`config.mk`:
```
export PLATFORM = sky130hd
export DESIGN_NAME = vrls_top
export DESIGN_NICKNAME = d
export VERILOG_FILES = /design/src/inc/vrls_pkg.sv /design/src/rtl/vrls_top.sv
export SDC_FILE = /design/constraint.sdc
export NUM_CORES = 1
export LEC_CHECK = 0
export ABC_AREA = 1
export BUFFER_PORTS_ARGS = -buffer_cell sky130_fd_sc_hd__buf_2
export CAP_MARGIN = 15
export CORE_MARGIN = 2
export CORE_UTILIZATION = 42
export DETAILED_ROUTE_END_ITERATION = 10
export GPL_ROUTABILITY_DRIVEN = 0
export PLACE_DENSITY = 0.67
export SKIP_CTS_REPAIR_TIMING = 1
export SLEW_MARGIN = 0
export SYNTH_ARGS = -nofsm -noshare
export SYNTH_HDL_FRONTEND = slang
export SYNTH_SLANG_ARGS = --single-unit
export TNS_END_PERCENT = 100
```
`constraint.sdc`:
```
create_clock -name clk -period 1.7 [get_ports clk]
set_input_delay 0.17 -clock clk [delete_from_list [all_inputs] [get_ports clk]]
set_output_delay 0.17 -clock clk [all_outputs]
set_load 0.01 [all_outputs]
```
`src/inc/vrls_pkg.sv`:
```
`default_nettype none
package vrls_pkg;
  // word and frame counter width, sized for the longest frame
  localparam int              CNT_W       = 24;
  // timing reference pattern words
  localparam logic [9:0]      TRS_ONES    = 10'h3FF;
  localparam logic [9:0]      TRS_ZERO    = 10'h000;
  // matching references needed for reference lock
  localparam logic [2:0]      TRS_LOCK_N  = 3'h6;
  // matching frames needed for frame lock
  localparam logic [1:0]      FRAME_LOCK_N = 2'h3;
  // words without a reference before alignment is dropped
  localparam logic [CNT_W-1:0] TRS_TIMEOUT = 24'h001000;
  // line number that opens a frame
  localparam logic [10:0]     LN_FIRST    = 11'h001;
  // cycles allowed between link references for dual lock
  localparam logic [7:0]      DL_SKEW     = 8'h04;
  localparam logic [7:0]      DL_CNT_MAX  = 8'hFF;
  // register byte offsets
  localparam logic [7:0]      ADR_CTRL    = 8'h00;
  localparam logic [7:0]      ADR_STAT    = 8'h04;
  localparam logic [7:0]      ADR_ISTAT   = 8'h08;
  localparam logic [7:0]      ADR_IMASK   = 8'h0C;
  localparam logic [7:0]      ADR_LINE_B  = 8'h10;
  localparam logic [7:0]      ADR_VPID_A  = 8'h14;
  localparam logic [7:0]      ADR_VPID_B  = 8'h18;
  // control bits
  localparam int              CTRL_W      = 3;
  localparam int              CTRL_CRC    = 0;
  localparam int              CTRL_VPID   = 1;
  localparam int              CTRL_DUAL   = 2;
  // interrupt bits
  localparam int              IRQ_W       = 4;
  localparam int              IRQ_LOST_A  = 0;
  localparam int              IRQ_LOST_B  = 1;
  localparam int              IRQ_CRC     = 2;
  localparam int              IRQ_SUM     = 3;
  localparam int              NLINK       = 2;
endpackage : vrls_pkg
`default_nettype wire

```
`src/rtl/vrls_top.sv`:
```
// Decided for this implementation: the Wishbone interface to the registers and the register addresses.
`timescale 1ns/1ps
`default_nettype none

// one link: reference search, locks, crc flags, payload id
module vrls_link (
  input  wire logic        clk,
  input  wire logic        srst,
  input  wire logic [9:0]  word,
  input  wire logic        wordValid,
  input  wire logic [10:0] lnIn,
  input  wire logic        lnValid,
  input  wire logic        crcChk,
  input  wire logic        crcBadY,
  input  wire logic        crcBadC,
  input  wire logic [31:0] vpidIn,
  input  wire logic        vpidStb,
  input  wire logic        vpidSumOk,
  input  wire logic        crcEn,
  input  wire logic        vpidEn,
  input  wire logic        sdMode,
  output logic             trsStart,
  output logic             alignLock,
  output logic             looseLock,
  output logic             trsLock,
  output logic             frameLock,
  output logic             crcErrY,
  output logic             crcErrC,
  output logic [31:0]      vpid,
  output logic             vpidValid,
  output logic             vpidSumErr,
  output logic [10:0]      lineNum,
  output logic             lostEv,
  output logic             crcEv,
  output logic             sumEv
);
  localparam int W = vrls_pkg::CNT_W;

  // whole link state in one record
  typedef struct packed {
    logic [9:0]   w1;     // previous word
    logic [9:0]   w2;     // word before that
    logic [W-1:0] pos;    // words since last reference
    logic [W-1:0] iv1;    // last interval
    logic [W-1:0] iv2;    // interval before that
    logic [2:0]   mTrs;   // matching references in a row
    logic [W-1:0] fpos;   // words since frame start
    logic [W-1:0] fLen;   // last frame length
    logic [1:0]   mFr;    // matching frames in a row
    logic         trs;
    logic         align;
    logic         loose;
    logic         tLock;
    logic         fLock;
    logic         cY;
    logic         cC;
    logic [31:0]  vp;
    logic         vVal;
    logic         vErr;
    logic [10:0]  ln;
    logic         lost;
    logic         cEv;
    logic         sEv;
  } vrls_link_t;

  vrls_link_t s;
  vrls_link_t next_s;
  logic       isTrs;      // pattern completes on this word
  logic       isFrame;    // line counter wraps to frame start

  // next-state logic
  always_comb begin
    next_s = s;
    next_s.trs = 1'b0;
    next_s.lost = 1'b0;
    next_s.cEv = 1'b0;
    next_s.sEv = 1'b0;
    isTrs = wordValid && s.w2 == vrls_pkg::TRS_ONES
            && s.w1 == vrls_pkg::TRS_ZERO
            && word == vrls_pkg::TRS_ZERO;
    isFrame = lnValid && lnIn == vrls_pkg::LN_FIRST
              && s.ln != vrls_pkg::LN_FIRST;
    if (wordValid) begin
      next_s.w1 = word;
      next_s.w2 = s.w1;
      next_s.fpos = s.fpos + W'(1);
      // counter saturates at the timeout
      if (s.pos != vrls_pkg::TRS_TIMEOUT) begin
        next_s.pos = s.pos + W'(1);
      end
    end
    if (isTrs) begin
      // pulse marks the pattern that began with 3FF
      next_s.trs = 1'b1;
      next_s.align = 1'b1;
      next_s.loose = 1'b1;
      next_s.pos = '0;
      next_s.iv1 = s.pos;
      next_s.iv2 = s.iv1;
      // eav and sav alternate, so compare two back
      if (s.pos == s.iv2) begin
        if (s.mTrs != vrls_pkg::TRS_LOCK_N) begin
          next_s.mTrs = s.mTrs + 3'h1;
        end
      end else begin
        // timing moved: drop both locks
        next_s.mTrs = '0;
        next_s.tLock = 1'b0;
        next_s.fLock = 1'b0;
        next_s.lost = s.tLock;
      end
      if (next_s.mTrs == vrls_pkg::TRS_LOCK_N) begin
        next_s.tLock = 1'b1;
      end
    end else if (s.pos == vrls_pkg::TRS_TIMEOUT) begin
      // no reference for too long: stream gone
      next_s.align = 1'b0;
      next_s.loose = 1'b0;
      next_s.tLock = 1'b0;
      next_s.fLock = 1'b0;
      next_s.mTrs = '0;
      next_s.lost = s.tLock;
    end
    // frame timing compared frame by frame
    if (lnValid) begin
      next_s.ln = lnIn;
    end
    if (isFrame) begin
      next_s.fpos = '0;
      next_s.fLen = s.fpos;
      if (s.fpos == s.fLen) begin
        if (s.mFr != vrls_pkg::FRAME_LOCK_N) begin
          next_s.mFr = s.mFr + 2'h1;
        end
      end else begin
        next_s.mFr = '0;
        next_s.fLock = 1'b0;
        next_s.lost = next_s.lost | s.fLock;
      end
      if (next_s.mFr == vrls_pkg::FRAME_LOCK_N
          && next_s.tLock) begin
        next_s.fLock = 1'b1;
      end
    end
    // crc flags hold until the next check, and clear while crc is off or in sd mode
    if (crcChk) begin
      next_s.cY = crcEn && !sdMode && crcBadY;
      next_s.cC = crcEn && !sdMode && crcBadC;
      next_s.cEv = next_s.cY || next_s.cC;
    end
    if (!crcEn || sdMode) begin
      next_s.cY = 1'b0;
      next_s.cC = 1'b0;
    end
    // payload id taken whole, with checksum verdict
    if (vpidStb && vpidEn) begin
      next_s.vp = vpidIn;
      next_s.vVal = vpidSumOk;
      next_s.vErr = !vpidSumOk;
      next_s.sEv = !vpidSumOk;
    end
    // stale id is not valid once the lock is gone
    if (!vpidEn || !next_s.tLock) begin
      next_s.vVal = 1'b0;
    end
    if (!vpidEn) begin
      next_s.vErr = 1'b0;
    end
  end

  // state register
  always_ff @(posedge clk) begin
    if (srst) begin
      s <= '0;
    end else begin
      s <= next_s;
    end
  end

  assign trsStart   = s.trs;
  assign alignLock  = s.align;
  assign looseLock  = s.loose;
  assign trsLock    = s.tLock;
  assign frameLock  = s.fLock;
  assign crcErrY    = s.cY;
  assign crcErrC    = s.cC;
  assign vpid       = s.vp;
  assign vpidValid  = s.vVal;
  assign vpidSumErr = s.vErr;
  assign lineNum    = s.ln;
  assign lostEv     = s.lost;
  assign crcEv      = s.cEv;
  assign sumEv      = s.sEv;
endmodule : vrls_link

module vrls_top (
  input  wire logic        clk,
  input  wire logic        srst,
  input  wire logic        cyc_i,
  input  wire logic        stb_i,
  input  wire logic        we_i,
  input  wire logic [7:0]  adr_i,
  input  wire logic [3:0]  sel_i,
  input  wire logic [31:0] dat_i,
  output logic      [31:0] dat_o,
  output logic             ack_o,
  output logic             irq,
  input  wire logic        sdMode,
  input  wire logic [9:0]  wordA,
  input  wire logic        wordValidA,
  input  wire logic [10:0] lnInA,
  input  wire logic        lnValidA,
  input  wire logic        crcChkA,
  input  wire logic        crcBadYA,
  input  wire logic        crcBadCA,
  input  wire logic [31:0] vpidInA,
  input  wire logic        vpidStbA,
  input  wire logic        vpidSumOkA,
  input  wire logic [9:0]  wordB,
  input  wire logic        wordValidB,
  input  wire logic [10:0] lnInB,
  input  wire logic        lnValidB,
  input  wire logic        crcChkB,
  input  wire logic        crcBadYB,
  input  wire logic        crcBadCB,
  input  wire logic [31:0] vpidInB,
  input  wire logic        vpidStbB,
  input  wire logic        vpidSumOkB,
  output logic             trsStart,
  output logic             trsStartB,
  output logic             alignLock,
  output logic             alignLockB,
  output logic             trsLock,
  output logic             trsLockB,
  output logic             frameLock,
  output logic             frameLockB,
  output logic             dual_link_lock,
  output logic             looseLock,
  output logic             looseLockB,
  output logic             crcErrY,
  output logic             crcErrC,
  output logic             crcErrYB,
  output logic             crcErrCB,
  output logic [7:0]       payload_ident_first_byte,
  output logic [7:0]       payload_ident_second_byte,
  output logic [7:0]       payload_ident_third_byte,
  output logic [7:0]       payload_ident_fourth_byte,
  output logic             vpidValid,
  output logic             vpidSumErr,
  output logic [7:0]       link_b_payload_ident_first_byte,
  output logic [7:0]       link_b_payload_ident_second_byte,
  output logic [7:0]       link_b_payload_ident_third_byte,
  output logic [7:0]       link_b_payload_ident_fourth_byte,
  output logic             vpidValidB,
  output logic             vpidSumErrB,
  output logic [10:0]      line_number_out,
  output logic [10:0]      link_b_line_number
);
  localparam int L = vrls_pkg::NLINK;

  // bus side state in one record
  typedef struct packed {
    logic                      ack;
    logic [31:0]               dat;
    logic [vrls_pkg::CTRL_W-1:0] ctrl;  // software control
    logic [vrls_pkg::IRQ_W-1:0]  iSt;   // sticky events
    logic [vrls_pkg::IRQ_W-1:0]  iMsk;  // event mask
    logic                      irq;
    logic [7:0]                dlCnt; // cycles since link A ref
    logic                      dlAl;  // last B ref near an A ref
    logic                      dlLock;
  } vrls_bus_t;

  vrls_bus_t s;
  vrls_bus_t next_s;

  // per-link gathered signals, index 0 is link A
  logic [L-1:0][9:0]  word;
  logic [L-1:0]       wv, lnv, cChk, bY, bC, vStb, vOk, rst;
  logic [L-1:0][10:0] lnIn, ln;
  logic [L-1:0][31:0] vIn, vp;
  logic [L-1:0]       trs, al, lo, tl, fl, cy, cc, vv, ve;
  logic [L-1:0]       lostEv, crcEv, sumEv;
  logic [vrls_pkg::IRQ_W-1:0] ev;   // this cycle's events
  logic               wr;           // write takes effect

  assign word = {wordB, wordA};
  assign wv   = {wordValidB, wordValidA};
  assign lnIn = {lnInB, lnInA};
  assign lnv  = {lnValidB, lnValidA};
  assign cChk = {crcChkB, crcChkA};
  assign bY   = {crcBadYB, crcBadYA};
  assign bC   = {crcBadCB, crcBadCA};
  assign vIn  = {vpidInB, vpidInA};
  assign vStb = {vpidStbB, vpidStbA};
  assign vOk  = {vpidSumOkB, vpidSumOkA};
  // link B idles in reset unless dual mode is on
  assign rst  = {srst | ~s.ctrl[vrls_pkg::CTRL_DUAL], srst};

  // one instance per link, same criteria on both
  generate
    for (genvar i = 0; i < L; i++) begin : g_link
      vrls_link u_link (
        .clk        (clk),
        .srst       (rst[i]),
        .word       (word[i]),
        .wordValid  (wv[i]),
        .lnIn       (lnIn[i]),
        .lnValid    (lnv[i]),
        .crcChk     (cChk[i]),
        .crcBadY    (bY[i]),
        .crcBadC    (bC[i]),
        .vpidIn     (vIn[i]),
        .vpidStb    (vStb[i]),
        .vpidSumOk  (vOk[i]),
        .crcEn      (s.ctrl[vrls_pkg::CTRL_CRC]),
        .vpidEn     (s.ctrl[vrls_pkg::CTRL_VPID]),
        .sdMode     (sdMode),
        .trsStart   (trs[i]),
        .alignLock  (al[i]),
        .looseLock  (lo[i]),
        .trsLock    (tl[i]),
        .frameLock  (fl[i]),
        .crcErrY    (cy[i]),
        .crcErrC    (cc[i]),
        .vpid       (vp[i]),
        .vpidValid  (vv[i]),
        .vpidSumErr (ve[i]),
        .lineNum    (ln[i]),
        .lostEv     (lostEv[i]),
        .crcEv      (crcEv[i]),
        .sumEv      (sumEv[i])
      );
    end
  endgenerate

  // bus, interrupt and dual-lock next state
  always_comb begin
    next_s = s;
    // write lands on the edge where the master samples ack high
    wr = cyc_i && stb_i && we_i && s.ack;
    // ack one cycle after the strobe, dropped after one
    next_s.ack = cyc_i && stb_i && !s.ack;
    next_s.dat = '0;
    ev = '0;
    ev[vrls_pkg::IRQ_LOST_A] = lostEv[0];
    ev[vrls_pkg::IRQ_LOST_B] = lostEv[1];
    ev[vrls_pkg::IRQ_CRC] = |crcEv;
    ev[vrls_pkg::IRQ_SUM] = |sumEv;
    if (wr && sel_i[0]) begin
      case (adr_i)
        vrls_pkg::ADR_CTRL:  next_s.ctrl =
                               dat_i[vrls_pkg::CTRL_W-1:0];
        vrls_pkg::ADR_ISTAT: next_s.iSt = s.iSt &
                               ~dat_i[vrls_pkg::IRQ_W-1:0];
        vrls_pkg::ADR_IMASK: next_s.iMsk =
                               dat_i[vrls_pkg::IRQ_W-1:0];
        default: ;
      endcase
    end
    // set wins over a clear in the same cycle
    next_s.iSt = next_s.iSt | ev;
    next_s.irq = |(next_s.iSt & next_s.iMsk);
    // read data registered with the ack
    if (cyc_i && stb_i && !we_i && !s.ack) begin
      case (adr_i)
        vrls_pkg::ADR_CTRL:   next_s.dat =
                                32'(s.ctrl);
        vrls_pkg::ADR_STAT:   next_s.dat =
                                32'({s.dlLock, fl, tl, al, lo});
        vrls_pkg::ADR_ISTAT:  next_s.dat = 32'(s.iSt);
        vrls_pkg::ADR_IMASK:  next_s.dat = 32'(s.iMsk);
        vrls_pkg::ADR_LINE_B: next_s.dat = 32'(ln[1]);
        vrls_pkg::ADR_VPID_A: next_s.dat = vp[0];
        vrls_pkg::ADR_VPID_B: next_s.dat = vp[1];
        default:              next_s.dat = '0;
      endcase
    end
    // distance from link A reference, saturating
    if (trs[0]) begin
      next_s.dlCnt = '0;
    end else if (s.dlCnt != vrls_pkg::DL_CNT_MAX) begin
      next_s.dlCnt = s.dlCnt + 8'h01;
    end
    if (trs[1]) begin
      next_s.dlAl = trs[0] || s.dlCnt <= vrls_pkg::DL_SKEW;
    end
    next_s.dlLock = s.ctrl[vrls_pkg::CTRL_DUAL] && next_s.dlAl
                    && tl[0] && tl[1];
  end

  // bus state register
  always_ff @(posedge clk) begin
    if (srst) begin
      s <= '0;
    end else begin
      s <= next_s;
    end
  end

  assign dat_o  = s.dat;
  assign ack_o  = s.ack;
  assign irq    = s.irq;
  assign trsStart   = trs[0];
  assign trsStartB  = trs[1];
  assign alignLock  = al[0];
  assign alignLockB = al[1];
  assign trsLock    = tl[0];
  assign trsLockB   = tl[1];
  assign frameLock  = fl[0];
  assign frameLockB = fl[1];
  assign dual_link_lock = s.dlLock;
  // feeds the transceiver loose-lock input
  assign looseLock  = lo[0];
  assign looseLockB = lo[1];
  assign crcErrY    = cy[0];
  assign crcErrC    = cc[0];
  assign crcErrYB   = cy[1];
  assign crcErrCB   = cc[1];
  assign payload_ident_first_byte  = vp[0][31:24];
  assign payload_ident_second_byte = vp[0][23:16];
  assign payload_ident_third_byte  = vp[0][15:8];
  assign payload_ident_fourth_byte = vp[0][7:0];
  assign vpidValid  = vv[0];
  assign vpidSumErr = ve[0];
  assign link_b_payload_ident_first_byte  = vp[1][31:24];
  assign link_b_payload_ident_second_byte = vp[1][23:16];
  assign link_b_payload_ident_third_byte  = vp[1][15:8];
  assign link_b_payload_ident_fourth_byte = vp[1][7:0];
  assign vpidValidB  = vv[1];
  assign vpidSumErrB = ve[1];
  assign line_number_out    = ln[0];
  assign link_b_line_number = ln[1];
endmodule : vrls_top
`default_nettype wire

```
==> results by group, run 1 <==
GRT
  • Total track usage: 21.5%
  • Largest net degree at the start of global routing: 74
  • Initial antenna violation count: 5
  • Vias in the first global route: 17655
  • Routing usage on met1: 26.5%
  • Met2 usage: 36.6%
  • GRT Max-Usage Layer: met2
  • First-pass GRT wire length: 87900 um
  • Met3 usage in global routing: 5.20%
  • GRT overflow: 0

STA
  • Fmax: 561 MHz
  • Final-report max-slew violation count: 0
  • Fin Hold WS: -0.0000267 ns
  • Worst-Margin Slew: 0.600 ns
  • Relative slew slack: 59.6%
  • RSZ-0062 raised after global routing: yes
  • Setup violators final: 8
  • Minimum clock period: 1.78 ns
  • Post-route setup slack: -0.0814 ns
  • Tcrit/Tclk final: 105%
  • Final Hold Vio Count: 1
  • Clk_skew: 0.0229 ns

CTS
  • TritonCTS clock tree: yes
  • Clock slew seen by the registers of the worst setup and hold paths: 0.06 ns
  • Clock sinks: 453
  • Clk Latency, worst-skew pair: 0.58 ns
  • CTS H-tree lvls: 2
  • CTS buffer count: 49
  • CTS max path bufs: 3
  • Root buffer cell: clkbuf_16

Logic synthesis
  • Ys async rst share: 0%
  • Mean Syn Cell Area: 7.45 um2
  • Yosys top cell area share: 45.0%
  • Largest cells by area after synthesis: dfxtp_1 45%, nand2_1 8.6%, nor2_1 6.9%
  • Mapped Cells: 2706
  • Dominant synthesized flop cell: dfxtp_1
  • Synth unique cells: 50
  • Post-synth EDFFs: 0
  • Post-synth top area cell: dfxtp_1
  • Synth Register Bits: 453
  • Synth Cell Area: 0.0202 mm2
  • Synth warnings: 0
  • Post-Syn Nets: 2888
  • Seq/Total Area, Yosys: 45.0%

Finish
  • Util after Layout: 55.9%
  • Area grow syn2layout: 32.0%
  • Final #Nets: 3344
  • Design Area, Final: 0.0266 mm2
  • Layout cells sized above 1: 25.0%

Critical path
  • Crit path max-delay family: simple AND/OR/NAND/NOR gates
  • CP startpoint: g_link[0].u_link.s[156]
  • CP max-delay cell: dfxtp_2
  • Critical path buffers and inverters: 2
  • Worst Setup EP: g_link[0].u_link.frameLock
  • R2r endpoint: g_link[0].u_link.frameLock
  • Critical Path Start Type: register
  • FF-to-FF Start: g_link[0].u_link.s[156]
  • Stages on worst setup path: 13
  • Setup CP Type: register to register
  • CP max stage delay: 0.34 ns
  • Most used cell, CP: nand2_1
  • Worst path cell trace: buf_6 > xnor2_2 > nand2_1 > nor2_1 > nand2_1 > nor2_2 > buf_6 > nand3_4 > nor2_4 > nand2_2 > nand2_1 > nand3_1 > nand2_1
  • CP Capture Type: register
  • WP data arrival: 2.31 ns
  • FF-to-FF setup slack: -0.08 ns
  • Worst reg2reg path depth: 13
  • Worst path required time: 2.22 ns
  • Crit-path max FO: 3

Routing
  • Post-DR wirelength/cell: 15.7 um
  • Routed Antenna Nets: 0
  • Iter 0 DRT Violations: 1328
  • Vias per cell: 5.11
  • Drt first pass iters: 5
  • DR vias: 19506
  • WL final: 59700 um
  • DRC: 0

Floorplanning
  • Chip Height: 223 um
  • I/O pin cnt: 309
  • # rows: 80
  • Starting Density: 42.4%
  • Placeable Area: 0.0475 mm2
  • Die area: 0.0498 mm2
  • Die X: 223 um

Place
  • Detailed-placement wirelength estimate: 41300 um
  • DP Area: 0.0227 mm2
  • Setup WS pre-CTS: -0.100 ns
  • Buffers on Ports: 277

Job
  • Max cap viols: 0

Worst hold path
  • Hold Crit Class: input pin to register
  • Worst hold start: wordValidB

Power
  • Power Density: 853 mW/mm2
  • Maximum VDD drop: 0.704 mV
  • Lkg Pwr: 0.0107 uW

Run status
  • Failing checks: negative hold slack, negative setup slack
  • Status: finished, violations left
worst min-delay path by stage:
stage / slack, ns / cells past startpoint / to
floorplan: 0.25 / 1 / g_link[0].u_link.trsStart
global placement: 0.41 / 3 / g_link[0].u_link.lineNum[6]
detailed placement: 0.42 / 3 / g_link[0].u_link.lineNum[8]
CTS: -0.18 / 3 / g_link[1].u_link.lineNum[8]
global route: 0.02 / 4 / g_link[0].u_link.s[82]
finish: -0.00003 / 4 / g_link[1].u_link.s[180]
area by class of cell:
| cell class | count | area (um2) |
|---|---|---|
| diodes | 1 | 2.50 |
| clock buffers | 71 | 1470 |
| clock inverters | 18 | 204 |
| fillers | 4173 | 20900 |
| inverters | 283 | 1080 |
| multi-input cells | 1740 | 9330 |
| flip-flops and latches | 453 | 9110 |
| well taps | 615 | 769 |
| repair buffers | 635 | 4650 |
per-stage QoR:
step | cells | setup TNS, ns | total power, uW
after global routing | 3815 | -2.93 | 23400
after global placement | 3588 | -0.213 | 11700
after CTS | 3677 | -1.37 | 22600
after floorplan | 2706 | 0 | 11300
final | 3816 | -0.293 | 22700
after detailed placement | 3588 | -0.896 | 11700
tightest hold or removal path: cells and delay by family:
| family | cells | cell delay (ns) |
|---|---|---|
| and+or+nand+nor | 1 | 0.10 |
| buffers and inverters | 2 | 0.19 |
| AOI/OAI and AO/OA | 1 | 0.06 |
registers in the layout, summed over array words and instances (netlist names), 2 cells and up:
name	cells
dat_o	32
g_link.u_link.crcErrC	2
g_link.u_link.crcErrY	2
g_link.u_link.crcEv	2
g_link.u_link.frameLock	2
g_link.u_link.lineNum	22
g_link.u_link.looseLock	2
g_link.u_link.lostEv	2
g_link.u_link.s	290
g_link.u_link.sumEv	2
g_link.u_link.trsLock	2
g_link.u_link.trsStart	2
g_link.u_link.vpid	64
g_link.u_link.vpidSumErr	2
g_link.u_link.vpidValid	2
s	20
synth_stat cells (11+ instances only):
| library cell | number |
|---|---|
| xnor2_1 | 45 |
| nand4_1 | 54 |
| xor2_1 | 64 |
| inv_2 | 14 |
| a21oi_1 | 192 |
| clkbuf_1 | 69 |
| buf_4 | 128 |
| dfxtp_1 | 453 |
| o21ai_1 | 15 |
| buf_2 | 22 |
| o22ai_1 | 70 |
| nor4_1 | 24 |
| o21ai_0 | 203 |
| inv_1 | 266 |
| nand3_1 | 70 |
| nor2_1 | 370 |
| nor3_1 | 58 |
| nand2_1 | 463 |
| ha_1 | 12 |
| nor2_2 | 11 |
cells by family (layout without fill, tap and decap cells):
group / count (synthesis) / after routing / share of synthesized area [%]
AND/OR/NAND/NOR: 1091 / 1091 / 23.0
flip-flops: 453 / 453 / 45.0
adder cells (fa/ha/maj): 12 / 12 / 0.745
multiplexers: 1 / 1 / 0.0497
XOR/XNOR: 109 / 109 / 4.74
buffers and inverters: 513 / 1007 / 12.2
other: 0 / 1 / 0
AO/OA/AOI/OAI: 527 / 527 / 14.2
layout by cell type, fill, tap and decap left out, types with 18 or more instances in the layout:
cell,instances
nor2_1,340
inv_2,25
dfxtp_1,431
nor2_2,28
buf_4,206
nor3_2,18
nand2_1,443
o21ai_0,190
dfxtp_2,18
nand3_1,58
xor2_1,64
dlygate4sd3_1,125
o22ai_1,65
inv_1,251
nand4_1,54
nor3_1,40
clkbuf_16,53
o21ai_1,27
buf_2,277
a21oi_1,183
nand2_2,20
xnor2_1,42
routing by layer:
metal	wire length, um	share of wire [%]	up-vias
met3	3810	6.4	146
met4	1980	3.3	4
li1	-	-	9608
met1	24900	42	9105
met2	29000	49	643
met5	20	0.033	-
power by group:
| group | internal, uW | total [uW] | switching (uW) | leakage (uW) |
|---|---|---|---|---|
| Sequential | 10700 | 10700 | 47.0 | 0.00367 |
| Clock | 6590 | 11000 | 4370 | 0.000835 |
| Combinational | 511 | 1020 | 506 | 0.00622 |
| Total | 17800 | 22700 | 4930 | 0.0107 |
(Power assumes the default switching activity.)
==> inputs of run 2 (changes only) <==
--- a/config.mk
+++ b/config.mk
@@ -14,8 +14,8 @@
 export GPL_ROUTABILITY_DRIVEN = 0
 export PLACE_DENSITY = 0.67
 export SKIP_CTS_REPAIR_TIMING = 1
-export SLEW_MARGIN = 0
 export SYNTH_ARGS = -nofsm -noshare
 export SYNTH_HDL_FRONTEND = slang
+export SYNTH_HIERARCHICAL = 1
 export SYNTH_SLANG_ARGS = --single-unit
 export TNS_END_PERCENT = 100
==> run 2 against run 1 <==
Effect of this change:
- the run ends with negative hold slack left
- sequential share of layout area fell by 0.81 points
- fmax rose by 6.3%
- sequential power barely moved
- power fell by 0.53%
- final cell count rose by 8.3%
- critical path type unchanged
- highest routed layer unchanged
==> results by group, run 2 <==
Worst hold path
  • Worst Hold Depth: 4 (unchanged)
  • Hold Crit Class: input pin to register
  • Worst hold start: lnValidB
  • Worst-case hold path end point: g_link[1].u_link/lineNum[8]

Critical path
  • FF-to-FF setup slack: 0.02 ns (+0.11 ns)
  • CP Capture Type: register
  • WP data arrival: 2.16 ns (-0.15 ns)
  • R2r endpoint: g_link[0].u_link/lostEv
  • Critical Path Start Type: register
  • FF-to-FF Start: g_link[0].u_link/s[162]
  • CP startpoint: g_link[0].u_link/s[162]
  • CP max stage delay: 0.34 ns (about the same)
  • Worst reg2reg path depth: 7 (-6)
  • CP max-delay cell: dfxtp_1
  • Crit-path max FO: 4 (+1)
  • Worst path required time: 2.18 ns (-0.04 ns)
  • Setup CP Type: register to register
  • Worst path cell trace: inv_1 > nand4_1 > nor2_1 > nand3_2 > nand2_2 > nand3_1 > a21oi_1

Logic synthesis
  • Synth warnings: 6 (+6)
  • Post-Syn Nets: 3209 (+11%)
  • Ys async rst share: 0% (unchanged)
  • Most instantiated cells after synthesis: 607 x nand2_1, 453 x dfxtp_1, 426 x nor2_1
  • Post-synth top area cell: dfxtp_1
  • Mean Syn Cell Area: 7.20 um2 (-3.4%)
  • Mapped Cells: 3027 (+12%)
  • Synth Register Bits: 453 (unchanged)
  • Yosys top cell area share: 41.6% (-3.4 points)
  • Synth unique cells: 52 (+4.0%)
  • Seq/Total Area, Yosys: 41.6% (-3.4 points)
  • Post-synth EDFFs: 0 (unchanged)
  • Dominant synthesized flop cell: dfxtp_1
  • Top-count cell post-synth: nand2_1
  • Synth Cell Area: 0.0218 mm2 (+8.1%)
  • Largest cells by area after synthesis: dfxtp_1 42%, nand2_1 10%, nor2_1 7.3%

Finish
  • Most common cell after layout, fill and taps aside: nand2_1
  • Biggest register: g_link.u_link/s
  • Max reg flops: 290 (unchanged)
  • Layout cells sized above 1: 22.5% (-2.5 points)
  • Most frequent cells in the layout: 593 x nand2_1, 425 x dfxtp_1, 401 x nor2_1, 277 x buf_2, 255 x o21ai_0
  • Final #Nets: 3596 (+7.5%)
  • Area grow syn2layout: 25.1%

STA
  • RSZ-0062 raised after global routing: yes
  • Setup violators final: 0 (-8)
  • Fin Hold WS: -0.00797 ns (-0.00794 ns)
  • Worst-Margin Slew: 0.830 ns (+0.230 ns)
  • Tcrit/Tclk final: 98.6% (-6.2 points)
  • Relative slew slack: 44.4% (-15 points)
  • Clk_skew: 0.0253 ns (+0.00244 ns)
  • Fmax: 597 MHz (+6.3%)
  • Final Hold Vio Count: 2 (+1)
  • Setup TNS: 0 ns (+0.293 ns)
  • Final-report max-slew violation count: 0 (unchanged)
  • Post-route setup slack: 0.0246 ns (+0.106 ns)
  • Minimum clock period: 1.68 ns (-0.106 ns)

Place
  • Setup WS pre-CTS: 0.0113 ns (+0.111 ns)
  • Detailed-placement wirelength estimate: 46600 um (+13%)
  • Buffers on Ports: 277 (unchanged)

Floorplanning
  • # rows: 83 (+3.8%)
  • Chip Height: 232 um (+3.9%)
  • Starting Density: 42.5% (+0.072 points)
  • Die area: 0.0537 mm2 (+7.9%)
  • Placeable Area: 0.0513 mm2 (+7.9%)
  • I/O pin cnt: 309 (unchanged)
  • Die X: 232 um (+3.9%)

GRT
  • GRT overflow: 0 (unchanged)
  • First-pass GRT wire length: 95100 um (+8.2%)
  • Total track usage: 22.2% (+0.70 points)
  • Vias in the first global route: 17615 (-0.23%)
  • Initial antenna violation count: 6 (+1)
  • Largest net degree at the start of global routing: 63 (-15%)

Power
  • Switching Share: 22.6% (+0.95 points)
  • Clock share of power: 47.5% (-0.8 points)
  • Lkg Pwr: 0.0115 uW (+7.3%)
  • Power Density: 828 mW/mm2 (-2.9%)
  • Switching pwr: 5110 uW (+3.8%)
  • Reg power frac: 47.5% (+0.3 points)
  • Maximum VDD drop: 0.618 mV (-12%)
  • Comb power frac: 4.9% (+0.4 points)
  • P_int: 17500 uW (-1.7%)

CTS
  • Clock sinks: 453 (unchanged)
  • CTS buffer count: 50 (+2.0%)
  • CTS H-tree lvls: 2 (unchanged)
  • Clk Latency, worst-skew pair: 0.60 ns (+0.02 ns)
  • TritonCTS clock tree: yes
  • Clock slew seen by the registers of the worst setup and hold paths: 0.06 ns (about the same)
  • Root buffer cell: clkbuf_16
  • CTS max path bufs: 3 (unchanged)

Routing
  • WL final: 64200 um (+7.4%)
  • Iter 0 DRT Violations: 1439 (+8.4%)
  • Drt first pass iters: 6 (+1)
  • DR vias: 20410 (+4.6%)
  • Post-DR wirelength/cell: 15.5 um (-0.84%)
  • Vias per cell: 4.94 (-3.4%)
  • DRC: 0 (unchanged)
  • Routed Antenna Nets: 0 (unchanged)

Run status
  • Failing checks: negative hold slack
  • Status: finished, violations left

Job
  • Max cap viols: 0 (unchanged)
## run 2: cell count changes after synthesis, sizes merged, moves of 22 or more
cell	previous run	this run
nand2	465	633
nand3	74	176
buf	159	188
o22ai	70	7
nor2	381	454
nor4	25	3
o21ai	218	298
## run 2: layout make-up
type,instances,area (um2)
Clock buffer,69,1440
Timing Repair Buffer,580,4210
Antenna cell,2,5.00
Inverter,290,1120
Fill cell,4900,24000
Tap cell,680,851
Multi-Input combinational cell,2039,10300
Sequential cell,453,9110
Clock inverter,21,189
## run 2: kinds of logic after synthesis
kind of cell               share of synthesized area, %
AOI/OAI and AO/OA                                  12.8
xor gates and xnor gates                           3.82
adders and majority gates                         0.689
buffers and inverters                              12.1
DFF                                                41.6
and+or+nand+nor                                    28.9
## run 2: power groups by stage
stage | clock (uW) | sequential [uW] | combinational [uW]
floorplan | 0 | 11000 | 442
detailed placement | 0 | 11000 | 821
global route | 11400 | 10700 | 1220
global placement | 0 | 11000 | 817
CTS | 10900 | 10700 | 826
finish | 10700 | 10700 | 1120
## run 2: per-stage QoR
stage          utilization (%)  total power [uW]  hold slack, ns  cells  cell area (um2)
5_1_grt                   53.1             23300          0.0349   4133            27300
4_1_cts                   49.7             22500          -0.220   3984            25500
6_report                  53.1             22600        -0.00797   4134            27300
2_1_floorplan                -             11400           0.247   3027            21800
3_5_place_dp              46.5             11800           0.419   3894            23800
3_3_place_gp              46.5             11800           0.410   3894            23800
## run 2: how the worst max path moves through the flow
stage | end | slack, ns | cells after the start
CTS | g_link[0].u_link/s[136] | -0.002 | 9
global placement | dat_o[3] | 0.03 | 12
global route | g_link[0].u_link/crcErrC | -0.10 | 5
floorplan | g_link[0].u_link/s[97] | 0.13 | 10
detailed placement | g_link[0].u_link/s[165] | 0.01 | 10
finish | g_link[0].u_link/lostEv | 0.02 | 7
## run 2: critical path, delay by kind of cell (launching register included)
| kind | cells | cell delay, ns |
|---|---|---|
| flip-flops | 1 | 0.34 |
| buffers and inverters | 1 | 0.13 |
| AND/OR/NAND/NOR | 5 | 0.76 |
| AO/OA/AOI/OAI | 1 | 0.32 |
## run 2: layer usage
layer	GRT usage, %	wire (um)	up-vias
met5	0	41	-
met4	8.01	2160	6
met3	5.05	4520	116
met2	36.3	29600	642
met1	28.7	27800	9249
li1	-	-	10397
